**src/logic/hbt_regs.svh**
```systemverilog
/*
 Constants of the host bus target: decode windows, strap reset value
 and the settle count for the strap capture.
 Assumes inclusion by bare name from the design file and the test bench.
*/
`ifndef HBT_REGS_SVH
`define HBT_REGS_SVH
// Video memory window on unlatched address bits 23 to 17.
`define HBT_MEM_WIN 7'h05
// Video memory window on local bus address bits 31 to 17.
`define HBT_VL_MEM_WIN 15'h0005
// Claimed I/O range on the latched address.
`define HBT_IO_LO 20'h003B0
`define HBT_IO_HI 20'h003DF
// Palette converter register range inside the I/O range.
`define HBT_DAC_LO 20'h003C6
`define HBT_DAC_HI 20'h003C9
// Configuration value held until the strap capture.
`define HBT_STRAP_RST 16'h0000
// Clock edges after reset release before the straps are taken.
`define HBT_STRAP_DLY 2'h3
`endif

```
**src/logic/hbt_pkg.sv**
```systemverilog
/*
 Types of the host bus target.
 Assumes nothing of its surroundings.
*/
`default_nettype none
package hbt_pkg;
   // Phases of one local bus cycle, counted on processor clock ticks.
   typedef enum logic [2:0] {
      VL_IDLE, VL_FIRST, VL_SECOND, VL_RDY, VL_HIGH, VL_WAIT
   } hbt_vl_state_t;
endpackage : hbt_pkg
`default_nettype wire

```
**src/logic/hbt_host_bus_target.sv**
```systemverilog
/*
 Host bus target: ISA and local bus decode, claim, sizing, wait states,
 cycle termination, retrace interrupt and strap capture.
 Assumes every bus pin is asynchronous to CLK_SYS_I and that open-drain
 and tristate pins are resolved outside from the _OEN_O enables.
*/
// Notes on behaviour
// - Master cycle in add-on configuration passes unlatched upper address through.
// - Retrace interrupt only when its enable bit set.
// - System reset resets core, loads straps.
// - Memory window hit drives wide-memory low.
// - Address latch enable captures upper address bits.
// - No-wait output low for zero-wait cycles.
// - Own I/O decode drives wide-I/O low.
// - High byte enable with bit 0 sizes cycle.
// - Refresh cycles are never own accesses.
// - Channel ready low while memory is busy.
// - Address enable high blocks I/O decode.
// - Bus reset clears state, floats buses, straps.
// - Sample status on processor clock, 1X/2X.
// - Byte enables select active data lanes.
// - Claimed cycles drive local bus claim low.
// - Cycle ends on returned ready input.
// - Ready driven high one tick before release.
// - Fast write readies first T2, else third.
// - Combined command yields palette and enable strobes.
// - Write/read and memory/IO status are decoded.
`default_nettype none
`include "hbt_regs.svh"
module hbt_host_bus_target (
   // Clock and reset.
   input wire logic CLK_SYS_I,
   input wire logic RSTN_I,
   // Configuration and core status.
   input wire logic BUS_IS_VL_I,
   input wire logic ADD_ON_CFG_I,
   input wire logic FAST_WRITE_I,
   input wire logic CLK_2X_I,
   input wire logic RETRACE_IRQ_EN_I,
   input wire logic VRETRACE_I,
   input wire logic MEM_BUSY_I,
   // ISA pins.
   input wire logic MASTER_N_I,
   input wire logic MWR_N_I,
   input wire logic MRD_N_I,
   input wire logic IOR_N_I,
   input wire logic IOW_N_I,
   input wire logic [6:0] LA_I,
   input wire logic [16:0] SA_I,
   input wire logic BHE_N_I,
   input wire logic ALE_I,
   input wire logic RFSH_N_I,
   input wire logic AEN_I,
   input wire logic [15:0] MD_I,
   // Local bus pins.
   input wire logic PROCLK_I,
   input wire logic ADS_N_I,
   input wire logic [29:0] VL_ADDR_I,
   input wire logic [3:0] BE_N_I,
   input wire logic READY_RETURN_IN_N_I,
   input wire logic COMBINED_COMMAND_IN_I,
   input wire logic WRITE_NOT_READ_IN_I,
   input wire logic MEMORY_NOT_IO_IN_I,
   // Open-drain and tristate pins; enable low drives the pin.
   output logic RETRACE_IRQ_OUT_O,
   output logic RETRACE_IRQ_OUT_OEN_O,
   output logic WIDE_MEMORY_CYCLE_OUT_O,
   output logic WIDE_MEMORY_CYCLE_OUT_OEN_O,
   output logic NO_WAIT_CYCLE_OUT_O,
   output logic NO_WAIT_CYCLE_OUT_OEN_O,
   output logic WIDE_IO_CYCLE_OUT_O,
   output logic WIDE_IO_CYCLE_OUT_OEN_O,
   output logic IOCHRDY_O,
   output logic IOCHRDY_OEN_O,
   output logic LOCAL_BUS_CLAIM_OUT_O,
   output logic LOCAL_BUS_CLAIM_OUT_OEN_O,
   output logic CYCLE_READY_OUT_O,
   output logic CYCLE_READY_OUT_OEN_O,
   output logic DATA_BUS_OEN_O,
   // Core side.
   output logic CORE_RESET_N_O,
   output logic [15:0] CFG_STRAP_O,
   output logic [6:0] PASS_ADDR_O,
   output logic [2:0] LATCHED_SA_O,
   output logic WIDE_XFER_O,
   output logic [3:0] LANE_SEL_O,
   output logic VL_WRITE_O,
   output logic VL_MEM_O,
   output logic ACCESS_START_O,
   output logic DAC_RD_N_O,
   output logic DAC_WR_N_O,
   output logic DATA_OE_N_O
);
   // Width of the bundle of asynchronous pins.
   localparam int AW = 89;
   // Open-drain pins only ever pull low; the tristate ready carries a value.
   assign RETRACE_IRQ_OUT_O = 1'b0;
   assign WIDE_MEMORY_CYCLE_OUT_O = 1'b0;
   assign NO_WAIT_CYCLE_OUT_O = 1'b0;
   assign WIDE_IO_CYCLE_OUT_O = 1'b0;
   assign IOCHRDY_O = 1'b0;
   assign LOCAL_BUS_CLAIM_OUT_O = 1'b0;

   // True when a latched address falls in a range.
   function automatic logic in_rng(input logic [19:0] a, input logic [19:0] lo,
                                   input logic [19:0] hi);
      in_rng = (a >= lo) && (a <= hi);
   endfunction : in_rng

   // Two-stage synchroniser for all pins; only s2_q is read.
   logic [AW-1:0] s1_q;
   logic [AW-1:0] s2_q;
   always_ff @(posedge CLK_SYS_I or negedge RSTN_I) begin
      if (!RSTN_I) begin
         s1_q <= '0;
         s2_q <= '0;
      end else begin
         s1_q <= {MASTER_N_I, MWR_N_I, MRD_N_I, IOR_N_I, IOW_N_I, LA_I, SA_I,
                  BHE_N_I, ALE_I, RFSH_N_I, AEN_I, MD_I, PROCLK_I, ADS_N_I,
                  VL_ADDR_I, BE_N_I, READY_RETURN_IN_N_I,
                  COMBINED_COMMAND_IN_I, WRITE_NOT_READ_IN_I,
                  MEMORY_NOT_IO_IN_I};
         s2_q <= s1_q;
      end
   end
   // Synchronised pin copies.
   logic master_n_s, mwr_n_s, mrd_n_s, ior_n_s, iow_n_s;
   logic [6:0] la_s;
   logic [16:0] sa_s;
   logic bhe_n_s, ale_s, rfsh_n_s, aen_s;
   logic [15:0] md_s;
   logic pk_s, ads_n_s;
   logic [29:0] vla_s;
   logic [3:0] be_n_s;
   logic ret_n_s, cmd_s, wr_s, mio_s;
   assign {master_n_s, mwr_n_s, mrd_n_s, ior_n_s, iow_n_s, la_s, sa_s,
           bhe_n_s, ale_s, rfsh_n_s, aen_s, md_s, pk_s, ads_n_s, vla_s,
           be_n_s, ret_n_s, cmd_s, wr_s, mio_s} = s2_q;

   // Strap capture after the pins have settled past reset release.
   logic [1:0] dly_q;
   always_ff @(posedge CLK_SYS_I or negedge RSTN_I) begin
      if (!RSTN_I) begin
         dly_q <= 2'h0;
         CORE_RESET_N_O <= 1'b0;
         CFG_STRAP_O <= `HBT_STRAP_RST;
      end else if (dly_q != `HBT_STRAP_DLY) begin
         dly_q <= dly_q + 2'h1;
      end else if (!CORE_RESET_N_O) begin
         CORE_RESET_N_O <= 1'b1;
         CFG_STRAP_O <= md_s;
      end
   end
   // Data buses stay floated until the core leaves reset.
   assign DATA_BUS_OEN_O = !CORE_RESET_N_O;

   // Retrace interrupt, gated by its enable bit.
   always_ff @(posedge CLK_SYS_I or negedge RSTN_I) begin
      if (!RSTN_I) RETRACE_IRQ_OUT_OEN_O <= 1'b1;
      else RETRACE_IRQ_OUT_OEN_O <= !(RETRACE_IRQ_EN_I && VRETRACE_I);
   end

   // ISA decode on synchronised pins.
   logic [19:0] sa_full;
   logic mem_hit, io_hit, dac_hit, mem_cmd, io_cmd;
   assign sa_full = {LATCHED_SA_O, sa_s[16:0]};
   assign mem_hit = !BUS_IS_VL_I && rfsh_n_s && (la_s == `HBT_MEM_WIN);
   assign io_hit = !BUS_IS_VL_I && rfsh_n_s && !aen_s &&
                   in_rng(sa_full, `HBT_IO_LO, `HBT_IO_HI);
   // Palette decode is an I/O decode: refresh and DMA cycles never reach it.
   assign dac_hit = rfsh_n_s && !aen_s &&
                    in_rng(sa_full, `HBT_DAC_LO, `HBT_DAC_HI);
   assign mem_cmd = mem_hit && !(mrd_n_s && mwr_n_s);
   assign io_cmd = io_hit && !(ior_n_s && iow_n_s);

   // Upper address: transparent in master cycles in add-on configuration, else held by ALE.
   always_ff @(posedge CLK_SYS_I or negedge RSTN_I) begin
      if (!RSTN_I) begin
         PASS_ADDR_O <= 7'h00;
         LATCHED_SA_O <= 3'h0;
      end else begin
         if ((ADD_ON_CFG_I && !master_n_s) || ale_s) PASS_ADDR_O <= la_s;
         if (ale_s) LATCHED_SA_O <= la_s[2:0];
      end
   end

   // ISA size and wait-state indications.
   always_ff @(posedge CLK_SYS_I or negedge RSTN_I) begin
      if (!RSTN_I) begin
         WIDE_MEMORY_CYCLE_OUT_OEN_O <= 1'b1;
         WIDE_IO_CYCLE_OUT_OEN_O <= 1'b1;
         NO_WAIT_CYCLE_OUT_OEN_O <= 1'b1;
         IOCHRDY_OEN_O <= 1'b1;
         WIDE_XFER_O <= 1'b0;
      end else begin
         WIDE_MEMORY_CYCLE_OUT_OEN_O <= !mem_hit;
         WIDE_IO_CYCLE_OUT_OEN_O <= !io_hit;
         // Busy memory stretches the cycle; idle memory ends it at once.
         NO_WAIT_CYCLE_OUT_OEN_O <= !(mem_cmd && !MEM_BUSY_I);
         IOCHRDY_OEN_O <= !(mem_cmd && MEM_BUSY_I);
         WIDE_XFER_O <= !bhe_n_s && !sa_s[0];
      end
   end

   // Access start on the first sample of a decoded command.
   logic cmd_d_q;
   always_ff @(posedge CLK_SYS_I or negedge RSTN_I) begin
      if (!RSTN_I) begin
         cmd_d_q <= 1'b0;
         ACCESS_START_O <= 1'b0;
      end else begin
         cmd_d_q <= mem_cmd || io_cmd;
         ACCESS_START_O <= (mem_cmd || io_cmd) && !cmd_d_q;
      end
   end

   // Palette strobes and data enable from the combined command.
   always_ff @(posedge CLK_SYS_I or negedge RSTN_I) begin
      if (!RSTN_I) begin
         DAC_RD_N_O <= 1'b1;
         DAC_WR_N_O <= 1'b1;
         DATA_OE_N_O <= 1'b1;
      end else begin
         DAC_RD_N_O <= !(cmd_s && dac_hit && iow_n_s);
         DAC_WR_N_O <= !(cmd_s && dac_hit && !iow_n_s);
         DATA_OE_N_O <= !cmd_s;
      end
   end

   // Processor clock tick: rising edge, every other one in 2X mode.
   logic pk_d_q, ph_q, pk_tick;
   always_ff @(posedge CLK_SYS_I or negedge RSTN_I) begin
      if (!RSTN_I) begin
         pk_d_q <= 1'b0;
         ph_q <= 1'b0;
      end else begin
         pk_d_q <= pk_s;
         if (pk_s && !pk_d_q) ph_q <= !ph_q;
      end
   end
   assign pk_tick = pk_s && !pk_d_q && (!CLK_2X_I || ph_q);

   // Local bus decode of the presented address and status.
   logic vl_hit;
   assign vl_hit = BUS_IS_VL_I && (mio_s ? (vla_s[29:15] == `HBT_VL_MEM_WIN) :
                   in_rng({vla_s[17:0], 2'b00}, `HBT_IO_LO, `HBT_IO_HI));

   // Local bus cycle sequencer.
   hbt_pkg::hbt_vl_state_t vst_q;
   logic ret_seen_q;
   always_ff @(posedge CLK_SYS_I or negedge RSTN_I) begin
      if (!RSTN_I) begin
         vst_q <= hbt_pkg::VL_IDLE;
         ret_seen_q <= 1'b0;
         VL_WRITE_O <= 1'b0;
         VL_MEM_O <= 1'b0;
         LANE_SEL_O <= 4'h0;
         LOCAL_BUS_CLAIM_OUT_OEN_O <= 1'b1;
         CYCLE_READY_OUT_O <= 1'b1;
         CYCLE_READY_OUT_OEN_O <= 1'b1;
      end else if (pk_tick) begin
         if (vst_q != hbt_pkg::VL_IDLE && !ret_n_s) ret_seen_q <= 1'b1;
         unique case (vst_q)
            hbt_pkg::VL_IDLE: begin
               ret_seen_q <= 1'b0;
               // Host marks a valid address with address status low.
               if (!ads_n_s && vl_hit) begin
                  VL_WRITE_O <= wr_s;
                  VL_MEM_O <= mio_s;
                  LANE_SEL_O <= ~be_n_s;
                  LOCAL_BUS_CLAIM_OUT_OEN_O <= 1'b0;
                  vst_q <= hbt_pkg::VL_FIRST;
                  if (FAST_WRITE_I && wr_s) begin
                     CYCLE_READY_OUT_O <= 1'b0;
                     CYCLE_READY_OUT_OEN_O <= 1'b0;
                  end
               end
            end
            hbt_pkg::VL_FIRST: begin
               // A fast write already readied; others wait a T2.
               vst_q <= CYCLE_READY_OUT_OEN_O ? hbt_pkg::VL_SECOND :
                        hbt_pkg::VL_HIGH;
               if (!CYCLE_READY_OUT_OEN_O) CYCLE_READY_OUT_O <= 1'b1;
            end
            hbt_pkg::VL_SECOND: begin
               if (!VL_MEM_O || !MEM_BUSY_I) begin
                  CYCLE_READY_OUT_O <= 1'b0;
                  CYCLE_READY_OUT_OEN_O <= 1'b0;
                  vst_q <= hbt_pkg::VL_RDY;
               end
            end
            hbt_pkg::VL_RDY: begin
               CYCLE_READY_OUT_O <= 1'b1;
               vst_q <= hbt_pkg::VL_HIGH;
            end
            hbt_pkg::VL_HIGH: begin
               CYCLE_READY_OUT_OEN_O <= 1'b1;
               vst_q <= hbt_pkg::VL_WAIT;
            end
            hbt_pkg::VL_WAIT: begin
               // Claim holds until the returned ready closes the cycle.
               if (ret_seen_q || !ret_n_s) begin
                  LOCAL_BUS_CLAIM_OUT_OEN_O <= 1'b1;
                  vst_q <= hbt_pkg::VL_IDLE;
               end
            end
         endcase
      end
   end
endmodule : hbt_host_bus_target
`default_nettype wire

```
**config.mk**
```make
export PLATFORM = sky130hd
export DESIGN_NAME = hbt_host_bus_target
export DESIGN_NICKNAME = d
export VERILOG_FILES = /design/src/logic/hbt_pkg.sv /design/src/logic/hbt_host_bus_target.sv
export VERILOG_INCLUDE_DIRS = /design/src /design/src/logic
export SDC_FILE = /design/constraint.sdc
export NUM_CORES = 1
export LEC_CHECK = 0
export BUFFER_PORTS_ARGS = -buffer_cell sky130_fd_sc_hd__buf_2
export CORE_MARGIN = 1.5
export CORE_UTILIZATION = 46
export DETAILED_ROUTE_END_ITERATION = 12
export PLACE_DENSITY = 0.66
export SLEW_MARGIN = 0
export SYNTH_ARGS = -nofsm -noshare
export SYNTH_HDL_FRONTEND = slang
export SYNTH_SLANG_ARGS = --single-unit
```
**constraint.sdc**
```tcl
create_clock -name CLK_SYS_I -period 2.3 [get_ports CLK_SYS_I]
set_input_delay 0.23 -clock CLK_SYS_I [delete_from_list [all_inputs] [get_ports CLK_SYS_I]]
set_output_delay 0.23 -clock CLK_SYS_I [all_outputs]
set_load 0.02 [all_outputs]
```
==> metrics.txt <==
status=finished clean; TritonCTS clock tree=built; clock tree buffer depth=3; Port-buffer cells=142; Num Clock Sinks=229; Reg power frac=49.7%; Final Cycle Share=88.09%; Pre-Repair DR Iteration Count=4; Iteration-0 DRC Markers=124; fin util=65.46%; Gate Count Post-Synth=369; Die X=124.4 µm; Crit Reg-Reg Startpoint=LATCHED_SA_O[2]$_DFFE_PN0P_; final hold violation count=0; # DRC=0; Worst slew margin=53.05%; Placer Congestion=0.7588; placed cells=695; sequential share of the synthesized area=84.70%; Power, Total=8.950 mW; most common cell after layout, fill and taps aside=dfrtp_1; Comb power frac=7.5%; CTS H-Tree Depth=1; Tot GR Track Use=16.11%; Antenna Violating Nets Remaining=0; RSZ-0062 raised after global routing=false; Reg2Reg Capture Point=ACCESS_START_O$_DFF_PN0_; switching portion of total power=21.23%; DR vias=3802; Critical Path AT=2450 ps; Worst Hold Depth=2; Max-Cap Viols=0; syn avg cell area=18.38 µm²; CP Class=reg2reg; r2r worst-path depth=5; leakage=4.380 nW; hold path startpoint=BUS_IS_VL_I; worst-skew pair later-pin latency=490 ps; Worst Path Required=2730 ps; # IOs=151; Starting Density=46.84%; initial antenna violation count=0; wire per inst=14.56 µm; Die Ht=124.4 µm; WL final=12030 µm; Cell Area, Synth=0.006782 mm²; first-pass GRT wire length=19930 µm; largest net degree at the start of global routing=78; Yosys top cell by area=dfrtp_1; grt ovf=0; clk slew on worst S/H paths=60 ps; Critical Path End Type=flop; most frequent cells in the layout=dfrtp_1 (218), buf_2 (141), dlygate4sd3_1 (91); vias in the first global route=4213; row cnt=44; crit path launch type=flop; skew final=6.430 ps; postcts setup bufs=0; Post-synth EDFFs=0; diodes inserted=0; Root Driver=clkbuf_16; Non-Filler Instances=826; FF+latch area=0.005744 mm²; pwr dens=944.3 mW/mm²; Synth cell types=46; ys async rst share=100.0%; layout cells sized above 1=35.83%; CTS Buf Count=23; Hold WC Path Type=in2reg; final-stage net count=726; top cells by area, synth=dfrtp_1 (80%), mux2_2 (4.6%), dfstp_2 (4.3%); Pint=7.050 mW; multi-input gate area in the final layout=977.2 µm²; Core ar.=0.01448 mm²; Ys Warns=0; vias per cell=4.603; final setup TNS=0 ps; Worst Tran Pin Value=704.2 ps; synthesized flop and latch total=229; final setup fails=0; maximum VDD drop=0.7285 mV; Hold Buf Count CTS=91; R2R Setup Slk=270 ps; number of fill cells in the layout=1005; area of the die=0.01548 mm²; Worst Hold Endpoint=WIDE_IO_CYCLE_OUT_OEN_O$_DFF_PN1_; Psw=1.900 mW; Slew Viols, Final=0; Synth top area share=80.44%; hpwl dp=7350 µm; Clk pwr share=42.9%; Post-CTS Resized=0; Final min period=2026 ps; Most used DFF post-synth=dfrtp_1; Fmax=493.5 MHz; CP Max Fanout=3; Area growth syn-to-layout=39.76%
==> how the worst max path moves through the flow <==
stage                                 from                        to  slack [ps]  depth (start not counted)
5_1_grt        LATCHED_SA_O[2]$_DFFE_PN0P_  ACCESS_START_O$_DFF_PN0_          60                          5
4_1_cts        LATCHED_SA_O[2]$_DFFE_PN0P_  ACCESS_START_O$_DFF_PN0_         210                          5
3_5_place_dp   LATCHED_SA_O[1]$_DFFE_PN0P_  ACCESS_START_O$_DFF_PN0_         240                          5
6_report       LATCHED_SA_O[2]$_DFFE_PN0P_  ACCESS_START_O$_DFF_PN0_         270                          5
2_1_floorplan           s2_q[22]$_DFF_PN0_      VL_MEM_O$_DFFE_PN0P_         490                          5
3_3_place_gp   LATCHED_SA_O[2]$_DFFE_PN0P_  ACCESS_START_O$_DFF_PN0_         270                          5
==> through the flow <==
stage	area (µm²)	hold WS, ps	setup WS, ps
after global routing	9478	34.83	59.21
after global placement	7766	237.6	266.8
final	9478	23.46	273.8
after CTS	9478	9.653	213.5
after detailed placement	7766	248.3	237.1
after floorplan	6800	-65.59	489.4
==> sequential cells by signal, summed over array words and instances, names as in the netlist, 2 cells and up <==
signal and flops:
s1_q 87, s2_q 87, CFG_STRAP_O 16, PASS_ADDR_O 7, LANE_SEL_O 4, LATCHED_SA_O 3, vst_q 3, dly_q 2
==> final cells by class <==
class | instances | share of cell area, %
Inverter | 5 | 0.1980
Sequential cell | 229 | 60.61
Multi-Input combinational cell | 130 | 10.31
Clock buffer | 32 | 6.851
Clock inverter | 8 | 1.597
Tap cell | 184 | 2.429
Timing Repair Buffer | 238 | 18.01
==> cells in the mapped netlist, drive strengths merged (2+ instances only) <==
| master | instances |
|---|---|
| mux2 | 30 |
| nor2b | 4 |
| nor3 | 7 |
| nand4b | 2 |
| nor3b | 2 |
| a21oi | 9 |
| a31oi | 3 |
| o21ai | 11 |
| clkbuf | 3 |
| nand4 | 2 |
| nand3 | 2 |
| nor4 | 2 |
| nand2 | 7 |
| o21a | 2 |
| nand2b | 4 |
| dfrtp | 218 |
| buf | 7 |
| xnor2 | 2 |
| dfstp | 11 |
| inv | 5 |
| or2 | 2 |
| a32o | 2 |
| or4b | 3 |
| nor2 | 9 |
| nor4b | 4 |
==> logic make-up (layout without fill, tap and decap cells) <==
group | count (synthesis) | after routing | synth area share (%)
adders and majority gates | 1 | 1 | 0.1845
buffers and inverters | 15 | 283 | 1.162
other | 1 | 6 | 0.05530
AOI/OAI and AO/OA | 36 | 36 | 3.395
DFF | 229 | 229 | 84.70
xor gates and xnor gates | 2 | 2 | 0.2583
muxes | 30 | 30 | 5.092
and+or+nand+nor | 55 | 55 | 5.148
==> power groups by stage <==
stage / Sequential, mW / Clock [mW] / Combinational [mW]
2_1_floorplan: 4.52 / 0 / 0.256
3_3_place_gp: 4.50 / 0 / 0.535
3_5_place_dp: 4.52 / 0 / 0.552
4_1_cts: 4.45 / 3.95 / 0.676
5_1_grt: 4.47 / 4.12 / 0.737
6_report: 4.44 / 3.84 / 0.667
==> worst max-delay path, stage by stage, from the launching register on <==
cell	delay (ps)
dfrtp_1	390
nor4_1	430
nand4_1	180
or4b_2	650
a21oi_1	170
o21ba_2	140
==> metal layers <==
metal	share of wire (%)	GRT usage, %	vias up
met4	2.7	5.950	0
met5	0	0	-
met1	40	19.27	1905
li1	-	-	1760
met2	53	28.86	108
met3	4.6	3.222	29
No activity file was read; power rests on OpenSTA's default activity.
